--- src/logic/isf_pkg.sv ---
// Purpose: shared constants and types of the serial bus status flag block
// Assumes: 32-bit apb data, one aligned word per register
// Notes: status bit positions follow the flag register layout
package isf_pkg;

  // register byte offsets
  localparam logic [11:0] ISF_OFF_STATUS = 12'h000;
  localparam logic [11:0] ISF_OFF_RXHOLD = 12'h004;
  localparam logic [11:0] ISF_OFF_TXHOLD = 12'h008;
  localparam logic [11:0] ISF_OFF_CTRL = 12'h00c;
  localparam logic [11:0] ISF_OFF_IRQ_STAT = 12'h010;
  localparam logic [11:0] ISF_OFF_IRQ_MASK = 12'h014;

  // serial_bus_status fields
  localparam int ISF_BIT_STOP = 4;
  localparam int ISF_BIT_START = 3;
  localparam int ISF_BIT_RW = 2;
  localparam int ISF_BIT_RXFULL = 1;
  localparam int ISF_BIT_TXFULL = 0;

  // control fields
  localparam int ISF_CTRL_EN = 0;
  localparam int ISF_CTRL_ADDR_LSB = 8;
  localparam int ISF_ADDR_W = 7;

  // interrupt event bits
  localparam int ISF_IRQ_START = 0;
  localparam int ISF_IRQ_STOP = 1;
  localparam int ISF_IRQ_RX = 2;
  localparam int ISF_IRQ_TXDONE = 3;
  localparam int ISF_IRQ_MATCH = 4;
  localparam int ISF_NUM_IRQ = 5;

  // values after reset, and the index of the last bit of a byte
  localparam logic ISF_EN_RST = 1'b0;
  localparam logic [6:0] ISF_OWN_ADDR_RST = 7'h00;
  localparam logic [4:0] ISF_MASK_RST = 5'h00;
  localparam logic [7:0] ISF_BYTE_RST = 8'h00;
  localparam logic [2:0] ISF_LAST_BIT = 3'h7;

  typedef struct packed {
    logic psel;
    logic penable;
    logic pwrite;
    logic [11:0] paddr;
    logic [31:0] pwdata;
  } isf_apb_req_t;

  typedef struct packed {
    logic start;
    logic stop;
    logic rise;
    logic fall;
    logic sda;
  } isf_link_ev_t;

  typedef enum logic [2:0] {
    ST_IDLE = 3'b000,
    ST_ADDR = 3'b001,
    ST_ADDR_ACK = 3'b010,
    ST_RX = 3'b011,
    ST_RX_ACK = 3'b100,
    ST_TX = 3'b101,
    ST_TX_ACK = 3'b110
  } isf_state_t;

endpackage : isf_pkg

--- src/logic/isf_sync.sv ---
// Purpose: two-flop synchroniser for pin inputs
// Assumes: inputs are asynchronous to clk
// Notes: first stage feeds only the second stage
`timescale 1ns/1ps
`default_nettype none
module isf_sync #(
  parameter int W = 2
) (
  input wire logic clk,
  input wire logic rst,
  input wire logic ce,
  input wire logic [W-1:0] d,
  output logic [W-1:0] q
);
  logic [W-1:0] meta_q;
  logic [W-1:0] sync_q;

  // idle bus is high, so reset to ones to avoid a false start
  always_ff @(posedge clk) begin
    if (rst) begin
      meta_q <= '1;
      sync_q <= '1;
    end else if (ce) begin
      meta_q <= d;
      sync_q <= meta_q;
    end
  end

  assign q = sync_q;
endmodule : isf_sync
`default_nettype wire

--- src/logic/isf_link_mon.sv ---
// Purpose: finds clock edges and start / stop conditions on the two-wire bus
// Assumes: scl and sda already synchronised to clk
// Notes: events are one-cycle pulses
`timescale 1ns/1ps
`default_nettype none
module isf_link_mon
  import isf_pkg::*;
(
  input wire logic clk,
  input wire logic rst,
  input wire logic ce,
  input wire logic scl_s,
  input wire logic sda_s,
  output isf_link_ev_t ev
);
  logic scl_p_q;
  logic sda_p_q;

  always_ff @(posedge clk) begin
    if (rst) begin
      scl_p_q <= 1'b1;
      sda_p_q <= 1'b1;
    end else if (ce) begin
      scl_p_q <= scl_s;
      sda_p_q <= sda_s;
    end
  end

  // sda moving while scl stays high marks a bus condition
  assign ev.start = ce & scl_s & scl_p_q & sda_p_q & ~sda_s;
  assign ev.stop = ce & scl_s & scl_p_q & ~sda_p_q & sda_s;
  assign ev.rise = ce & scl_s & ~scl_p_q;
  assign ev.fall = ce & ~scl_s & scl_p_q;
  assign ev.sda = sda_s;
endmodule : isf_link_mon
`default_nettype wire

--- src/logic/isf_status_top.sv ---
// Purpose: two-wire bus slave port with its status flag register over apb
// Assumes: link clock well below clk/4; no clock stretching
// Notes: registers at byte offsets 0x00..0x14; unmapped access gives pslverr
//
// Local design decisions: the address map and register access over APB.
`timescale 1ns/1ps
`default_nettype none
module isf_status_top
  import isf_pkg::*;
(
  // clock, reset, enable
  input wire logic I_CLK,
  input wire logic I_SYS_RST,
  input wire logic I_CE,
  // apb slave
  input wire logic I_PSEL,
  input wire logic I_PENABLE,
  input wire logic I_PWRITE,
  input wire logic [11:0] I_PADDR,
  input wire logic [31:0] I_PWDATA,
  output logic [31:0] O_PRDATA,
  output logic O_PREADY,
  output logic O_PSLVERR,
  // two-wire bus pins
  input wire logic I_SCL,
  input wire logic I_SDA,
  output logic O_SDA,
  output logic O_SDA_OE,
  // interrupt
  output logic O_IRQ
);

  function automatic logic isf_hit(input logic [11:0] addr, input logic [11:0] off);
    isf_hit = (addr[11:2] == off[11:2]);
  endfunction : isf_hit

  isf_apb_req_t req;
  isf_link_ev_t lk;
  logic [1:0] pins_s;

  assign req.psel = I_PSEL;
  assign req.penable = I_PENABLE;
  assign req.pwrite = I_PWRITE;
  assign req.paddr = I_PADDR;
  assign req.pwdata = I_PWDATA;

  isf_sync #(
    .W(2)
  ) u_sync (
    .clk(I_CLK),
    .rst(I_SYS_RST),
    .ce(I_CE),
    .d({I_SCL, I_SDA}),
    .q(pins_s)
  );

  isf_link_mon u_mon (
    .clk(I_CLK),
    .rst(I_SYS_RST),
    .ce(I_CE),
    .scl_s(pins_s[1]),
    .sda_s(pins_s[0]),
    .ev(lk)
  );

  // state
  isf_state_t st_q, st_d;
  logic [2:0] cnt_q, cnt_d;
  logic [7:0] sh_q, sh_d;
  logic oe_q, oe_d;
  logic rw_q, rw_d;
  logic seen_q, seen_d;
  logic ack_q, ack_d;
  logic nack_q, nack_d;
  logic [7:0] rxh_q, rxh_d;
  logic [7:0] txh_q;
  logic rxf_q, txf_q;
  logic start_q, stop_q;
  logic en_q;
  logic [6:0] own_q;
  logic [ISF_NUM_IRQ-1:0] irq_q, mask_q, ev_w;
  logic pready_q, pslverr_q, irq_out_q, sda_o_q;
  logic [31:0] prdata_q;
  logic rx_wr, ev_txdone, ev_match, ev_rx;

  // apb decode: first access cycle computes the answer, second completes
  logic acc_first, acc_done, wr_done, rd_done;
  logic sel_stat, sel_rx, sel_tx, sel_ctrl, sel_istat, sel_imask, mapped;
  logic [31:0] stat_w, rd_mux;

  assign acc_first = req.psel & req.penable & ~pready_q;
  assign acc_done = req.psel & req.penable & pready_q;
  assign wr_done = acc_done & req.pwrite;
  assign rd_done = acc_done & ~req.pwrite;
  assign sel_stat = isf_hit(req.paddr, ISF_OFF_STATUS);
  assign sel_rx = isf_hit(req.paddr, ISF_OFF_RXHOLD);
  assign sel_tx = isf_hit(req.paddr, ISF_OFF_TXHOLD);
  assign sel_ctrl = isf_hit(req.paddr, ISF_OFF_CTRL);
  assign sel_istat = isf_hit(req.paddr, ISF_OFF_IRQ_STAT);
  assign sel_imask = isf_hit(req.paddr, ISF_OFF_IRQ_MASK);
  assign mapped = sel_stat | sel_rx | sel_tx | sel_ctrl | sel_istat | sel_imask;

  always_comb begin
    stat_w = '0;
    stat_w[ISF_BIT_STOP] = stop_q;
    stat_w[ISF_BIT_START] = start_q;
    stat_w[ISF_BIT_RW] = rw_q;
    stat_w[ISF_BIT_RXFULL] = rxf_q;
    stat_w[ISF_BIT_TXFULL] = txf_q;
  end

  assign rd_mux = sel_stat ? stat_w :
                  sel_rx ? {24'h000000, rxh_q} :
                  sel_tx ? {24'h000000, txh_q} :
                  sel_ctrl ? {16'h0000, 1'b0, own_q, 7'h00, en_q} :
                  sel_istat ? {27'h0000000, irq_q} :
                  sel_imask ? {27'h0000000, mask_q} : 32'h00000000;

  always_ff @(posedge I_CLK) begin
    if (I_SYS_RST) begin
      pready_q <= 1'b0;
      pslverr_q <= 1'b0;
      prdata_q <= 32'h00000000;
    end else if (I_CE) begin
      pready_q <= acc_first;
      pslverr_q <= acc_first & ~mapped;
      if (acc_first && !req.pwrite) begin
        prdata_q <= rd_mux;
      end
    end
  end

  // control, mask and transmit holding writes; status word has no write path
  always_ff @(posedge I_CLK) begin
    if (I_SYS_RST) begin
      en_q <= ISF_EN_RST;
      own_q <= ISF_OWN_ADDR_RST;
      mask_q <= ISF_MASK_RST;
      txh_q <= ISF_BYTE_RST;
    end else if (I_CE && wr_done) begin
      if (sel_ctrl) begin
        en_q <= req.pwdata[ISF_CTRL_EN];
        own_q <= req.pwdata[ISF_CTRL_ADDR_LSB +: ISF_ADDR_W];
      end
      if (sel_imask) begin
        mask_q <= req.pwdata[ISF_NUM_IRQ-1:0];
      end
      if (sel_tx) begin
        txh_q <= req.pwdata[7:0];
      end
    end
  end

  // link state machine; bits sampled on scl rise, sda changed on scl fall
  always_comb begin
    st_d = st_q;
    cnt_d = cnt_q;
    sh_d = sh_q;
    oe_d = oe_q;
    rw_d = rw_q;
    seen_d = seen_q;
    ack_d = ack_q;
    nack_d = nack_q;
    rxh_d = rxh_q;
    rx_wr = 1'b0;
    ev_txdone = 1'b0;
    ev_match = 1'b0;
    ev_rx = 1'b0;
    if (lk.start) begin
      st_d = ST_ADDR;
      cnt_d = 3'h0;
      oe_d = 1'b0;
    end else if (lk.stop || !en_q) begin
      st_d = ST_IDLE;
      oe_d = 1'b0;
    end else begin
      unique case (st_q)
        ST_IDLE: begin
          oe_d = 1'b0;
        end
        ST_ADDR: begin
          if (lk.rise) begin
            sh_d = {sh_q[6:0], lk.sda};
            cnt_d = cnt_q + 3'h1;
            if (cnt_q == ISF_LAST_BIT) begin
              // only a matching address claims the transfer
              if (sh_q[6:0] == own_q) begin
                rw_d = lk.sda;
                ev_match = 1'b1;
                seen_d = 1'b0;
                nack_d = 1'b0;
                st_d = ST_ADDR_ACK;
              end else begin
                st_d = ST_IDLE;
              end
            end
          end
        end
        ST_ADDR_ACK, ST_RX_ACK: begin
          if (lk.fall) begin
            if (!seen_q) begin
              oe_d = ~nack_q;
              seen_d = 1'b1;
            end else begin
              oe_d = 1'b0;
              seen_d = 1'b0;
              cnt_d = 3'h0;
              if (st_q == ST_ADDR_ACK && rw_q) begin
                st_d = ST_TX;
                sh_d = txh_q;
                oe_d = ~txh_q[7];
              end else begin
                st_d = ST_RX;
              end
            end
          end
        end
        ST_RX: begin
          if (lk.rise) begin
            sh_d = {sh_q[6:0], lk.sda};
            cnt_d = cnt_q + 3'h1;
            if (cnt_q == ISF_LAST_BIT) begin
              // a full holding register drops the byte and answers nack
              st_d = ST_RX_ACK;
              seen_d = 1'b0;
              nack_d = rxf_q;
              if (!rxf_q) begin
                rxh_d = {sh_q[6:0], lk.sda};
                rx_wr = 1'b1;
                ev_rx = 1'b1;
              end
            end
          end
        end
        ST_TX: begin
          if (lk.rise) begin
            cnt_d = cnt_q + 3'h1;
            if (cnt_q == ISF_LAST_BIT) begin
              st_d = ST_TX_ACK;
              seen_d = 1'b0;
              ev_txdone = 1'b1;
            end
          end else if (lk.fall) begin
            sh_d = {sh_q[6:0], 1'b0};
            oe_d = ~sh_q[6];
          end
        end
        ST_TX_ACK: begin
          if (lk.rise) begin
            ack_d = ~lk.sda;
            seen_d = 1'b1;
          end else if (lk.fall) begin
            oe_d = 1'b0;
            if (seen_q) begin
              seen_d = 1'b0;
              cnt_d = 3'h0;
              if (ack_q) begin
                st_d = ST_TX;
                sh_d = txh_q;
                oe_d = ~txh_q[7];
              end else begin
                st_d = ST_IDLE;
              end
            end
          end
        end
        default: begin
          st_d = ST_IDLE;
          oe_d = 1'b0;
        end
      endcase
    end
  end

  always_ff @(posedge I_CLK) begin
    if (I_SYS_RST) begin
      st_q <= ST_IDLE;
      cnt_q <= 3'h0;
      sh_q <= ISF_BYTE_RST;
      oe_q <= 1'b0;
      rw_q <= 1'b0;
      seen_q <= 1'b0;
      ack_q <= 1'b0;
      nack_q <= 1'b0;
      rxh_q <= ISF_BYTE_RST;
    end else if (I_CE) begin
      st_q <= st_d;
      cnt_q <= cnt_d;
      sh_q <= sh_d;
      oe_q <= oe_d;
      rw_q <= rw_d;
      seen_q <= seen_d;
      ack_q <= ack_d;
      nack_q <= nack_d;
      rxh_q <= rxh_d;
    end
  end

  // bus condition flags: last condition seen wins
  always_ff @(posedge I_CLK) begin
    if (I_SYS_RST) begin
      start_q <= 1'b0;
      stop_q <= 1'b0;
    end else if (I_CE) begin
      if (lk.start) begin
        start_q <= 1'b1;
        stop_q <= 1'b0;
      end else if (lk.stop) begin
        stop_q <= 1'b1;
        start_q <= 1'b0;
      end
    end
  end

  // holding flags: rx full set by hardware, tx full set by a write; either set beats a same-cycle clear
  always_ff @(posedge I_CLK) begin
    if (I_SYS_RST) begin
      rxf_q <= 1'b0;
      txf_q <= 1'b0;
    end else if (I_CE) begin
      rxf_q <= (rxf_q & ~(rd_done & sel_rx)) | rx_wr;
      txf_q <= (txf_q & ~ev_txdone) | (wr_done & sel_tx);
    end
  end

  // sticky events, write one to clear; new event wins
  always_comb begin
    ev_w = '0;
    ev_w[ISF_IRQ_START] = lk.start;
    ev_w[ISF_IRQ_STOP] = lk.stop;
    ev_w[ISF_IRQ_RX] = ev_rx;
    ev_w[ISF_IRQ_TXDONE] = ev_txdone;
    ev_w[ISF_IRQ_MATCH] = ev_match;
  end

  logic [ISF_NUM_IRQ-1:0] irq_clr;
  assign irq_clr = (wr_done & sel_istat) ? req.pwdata[ISF_NUM_IRQ-1:0] : '0;

  always_ff @(posedge I_CLK) begin
    if (I_SYS_RST) begin
      irq_q <= '0;
      irq_out_q <= 1'b0;
      sda_o_q <= 1'b0;
    end else if (I_CE) begin
      irq_q <= (irq_q & ~irq_clr) | ev_w;
      irq_out_q <= |(irq_q & mask_q);
      sda_o_q <= 1'b0;
    end
  end

  assign O_PRDATA = prdata_q;
  assign O_PREADY = pready_q;
  assign O_PSLVERR = pslverr_q;
  assign O_SDA = sda_o_q;
  assign O_SDA_OE = oe_q;
  assign O_IRQ = irq_out_q;

endmodule : isf_status_top
`default_nettype wire

--- config.mk ---
export PLATFORM = sky130hd
export DESIGN_NAME = isf_status_top
export DESIGN_NICKNAME = d
export VERILOG_FILES = /design/src/logic/isf_pkg.sv /design/src/logic/isf_sync.sv /design/src/logic/isf_link_mon.sv /design/src/logic/isf_status_top.sv
export SDC_FILE = /design/constraint.sdc
export NUM_CORES = 1
export LEC_CHECK = 0
export BUFFER_PORTS_ARGS = -buffer_cell sky130_fd_sc_hd__buf_2
export CORE_UTILIZATION = 36
export DETAILED_ROUTE_END_ITERATION = 8
export HOLD_SLACK_MARGIN = 0.05
export PLACE_DENSITY = 0.68
export REMOVE_ABC_BUFFERS = 1
export SLEW_MARGIN = 20
export SYNTH_ARGS = -nofsm -noshare
export SYNTH_HDL_FRONTEND = slang
export SYNTH_SLANG_ARGS = --single-unit
--- constraint.sdc ---
create_clock -name I_CLK -period 4 [get_ports I_CLK]
set_input_delay 0.8 -clock I_CLK [delete_from_list [all_inputs] [get_ports I_CLK]]
set_output_delay 0.8 -clock I_CLK [all_outputs]
set_load 0.01 [all_outputs]
==> impl_metrics.ini <==
[yosys]
synth_xor_area_share_pct = 2.047
ys.flop_type = dfxtp_1
synthSimpleGateAreaFrac_pct = 19.85
async_reset_ff_share_pct = 0
syn_avg_cell_area_sq_um = 8.625
synthAdderAreaFrac_pct = 0.5933
syn_inst = 489
synth_edf_count = 0
synth_compound_area_share_pct = 21.15
ys_warn_count = 0
ys_seq_elements = 80
syn_area_sq_um = 4218
synth_seq_area_share_pct = 37.97
synthMuxAreaShare_pct = 10.29
synth_top_family_by_area = compound AO/OA/AOI/OAI gates
ys_types = 70

[timing]
slew_headroom_pct = 38.84
fin_crit_sh_pct = 64.09
fmax_mhz = 390.1
finClkSkew_ps = 7.149
finalSetupTns_ps = 0
setup_viol = 0
drv_slew = 0
timing.final.hold_violations = 0
worst_pin_slew_ps = 917.4
rsz0062_at_grt = false
min_period_ps = 2563

[min_path]
hp-class = reg -> reg

[grt]
track_usage_pct = 17.84
grt_pass1_wl_um = 16790
grt_antenna_before_repair = 0
first_global_vias = 3373
overflow = 0
grt_max_degree = 49

[placement]
place.gp.congestion = 0.9230
post_dp_cell_area_sq_um = 4434
portBuffers = 51
hpwl_um = 7459

[clock_network]
cts_buffers = 9
htree_levels = 3
clock-root-buffer = clkbuf_16
cts.sink_count = 80
hold_buffers = 0
post_cts_buffers = 0
cts_buffer_depth = 2
cts.reportedPaths.clkPinSlew_ps = 60
postCtsResizedCells = 0
cts_tree = built
worstSkewPairLatency_ps = 330

[critical_path]
cp_top_family = compound AO/OA/AOI/OAI gates
reg2reg_to = sh_q[3]$_SDFFE_PP0P_
r2r_start = st_q[2]$_SDFFE_PP0P_
cp-endpoint = sh_q[3]$_SDFFE_PP0P_
cp_data_required_time_ps = 4230
worst-setup-path-type = reg -> reg
end_kind = flip-flop
slowest_delay_ps = 820
cp_cell_sequence = mux2_2 > nand3_1 > a221oi_2 > a21oi_1 > a311oi_1
r2r_setup_slack_ps = 1440
crit_slowest_cell = a221oi_2
startpoint_type = flip-flop
crit_arrival_ps = 2800
crit_start = st_q[2]$_SDFFE_PP0P_
path_max_fanout = 21
path_depth = 5
critical_path_buf_inv_count = 0
reg2reg_depth = 5

[floorplanning]
core_area_sq_um = 11420
die_width_um = 110.2
die_h_um = 110.2
initial_utilization_pct = 36.94
io_pins = 89
row_count = 39
dieArea_sq_um = 12150

[finish]
syn_to_final_growth_pct = 13.11
stdcell_area_sq_um = 4771
fin_util_pct = 41.78
diodes = 0
layout-drive-gt1-share_pct = 17.50
nets = 570

[flow_run]
cap_violations = 0

[routing]
wl_per_cell_um = 15.59
via_per_inst = 5.526
drtPass1Iterations = 4
drt_iter0_markers = 298
post-route-drc-count = 0
ant_nets = 0
drt_wl_total_um = 10340
dr_total_vias = 3664

[pwr]
leakagePower_nw = 1.800
vdd_drop_max_uv = 263.4
pwr-share-seq_pct = 43.8
combPwrFrac_pct = 5.9
switchingPower_uw = 388.1
p_clk_share_pct = 50.3
netSwitchingFraction_pct = 20.95
power-per-cell-area_nw_per_um2 = 388.2
p_int_mw = 1.464

[run_status]
outcome = completed
[synthesized netlist by cell type, drive strengths merged (3+ instances only)]
library cell  instances  area [sq um]
a21o                  5         37.54
dfxtp                80          1602
nor3                  8         51.30
nor2                 42         160.2
nand3                 8         40.04
a31oi                 3         18.77
clkbuf               22         82.58
nor4                 10         83.83
mux2i                40         400.4
o22ai                 6         37.54
and3                  3         18.77
nand2                43         161.4
or2                   6         37.54
a21oi                46         237.7
buf                  32         214.0
or4                   3         22.52
inv                  11         41.29
a311oi                9         78.83
o211ai                5         37.54
nand4                 4         25.02
nor2b                 8         50.05
xor2                  7         61.31
a22oi                16         120.1
a211oi                3         22.52
nand2b               10         62.56
mux2                  3         33.78
o21ai                14         70.07
[worst min-delay path, delay by kind of cell (launching register included)]
kind	cells	cell delay (ps)
flops	1	310
simple gates	1	50
compound gates	1	50
[layout by cell type, fill, tap and decap left out, types with 3 or more instances in the layout]
cell / synthesis / routed
a211oi_1: 3 / 3
a21o_1: 5 / 5
a21oi_1: 44 / 44
a22oi_1: 16 / 16
a311oi_1: 9 / 9
a31oi_1: 3 / 3
and3_1: 3 / 3
buf_2: 12 / 51
bufinv_16: 0 / 3
clkbuf_16: 0 / 9
conb_1: 1 / 18
dfxtp_1: 80 / 80
inv_1: 11 / 11
mux2_2: 3 / 3
mux2i_1: 40 / 40
nand2_1: 43 / 43
nand2b_1: 10 / 10
nand3_1: 8 / 8
nand4_1: 4 / 4
nor2_1: 41 / 41
nor2b_1: 8 / 8
nor3_1: 7 / 7
nor4_1: 8 / 8
o211ai_1: 5 / 5
o21ai_0: 14 / 14
o22ai_1: 6 / 6
or2_2: 6 / 6
or4_1: 3 / 3
xor2_1: 7 / 7
[area by class of cell]
type	count	area (sq um)
clock buffers	12	246.5
clock inverters	3	90.09
fillers	1139	6648
inverters	11	41.29
multi-input cells	361	2342
flip-flops and latches	80	1602
well taps	143	178.9
repair buffers	53	270.3
[registers in the layout, indices dropped and copies added (netlist names), 2 cells and up]
name and count:
cnt_q 3, own_q 7, rxh_q 8, sh_q 7, mask_q 5, irq_q 5
st_q 3, u_sync.q 2, txh_q 8, u_sync.meta_q 2, O_PRDATA 15
[layer usage]
| layer | routed length [um] | vias to the layer above | share of wire, % | GRT usage (%) |
|---|---|---|---|---|
| li1 | - | 1796 | - | - |
| met1 | 4954 | 1721 | 48 | 24.82 |
| met2 | 4557 | 138 | 44 | 28.13 |
| met3 | 721 | 9 | 7.0 | 3.469 |
| met4 | 106 | 0 | 1.0 | 4.605 |
| met5 | 0 | - | 0 | 0 |
[power groups by stage]
stage                     logic, mW  registers (mW)  clock network, mW
after floorplan              0.0564           0.827                  0
after global placement        0.107           0.828                  0
after detailed placement      0.108           0.829                  0
after CTS                     0.109           0.811              0.950
after global routing          0.123           0.812              0.982
final                         0.109           0.811              0.931
[logic make-up (layout without fill, tap and decap cells)]
group | Yosys count | after routing
compound gates | 130 | 130
buf+inv | 65 | 79
other cells | 1 | 18
mux | 43 | 43
xor+xnor | 9 | 9
simple gates | 159 | 159
flops | 80 | 80
fa+ha+maj | 2 | 2
[how the worst min path moves through the flow]
stage	startpoint	end	depth (start not counted)
after global placement	start_q$_SDFFE_PP0P_	start_q$_SDFFE_PP0P_	2
final	stop_q$_SDFFE_PP0P_	stop_q$_SDFFE_PP0P_	2
after detailed placement	stop_q$_SDFFE_PP0P_	stop_q$_SDFFE_PP0P_	2
after CTS	stop_q$_SDFFE_PP0P_	stop_q$_SDFFE_PP0P_	2
after floorplan	start_q$_SDFFE_PP0P_	start_q$_SDFFE_PP0P_	2
after global routing	start_q$_SDFFE_PP0P_	start_q$_SDFFE_PP0P_	2
[metrics by stage]
stage / hold slack (ps) / power (mW) / setup slack (ps) / std cells
2_1_floorplan: 430.0 / 0.8832 / 1419 / 452
4_1_cts: 454.8 / 1.870 / 1489 / 663
3_3_place_gp: 441.6 / 0.9353 / 1230 / 648
3_5_place_dp: 446.5 / 0.9371 / 1156 / 648
6_report: 454.1 / 1.852 / 1437 / 663
5_1_grt: 476.7 / 1.916 / 1196 / 663
No activity file was read; power rests on OpenSTA's default activity.
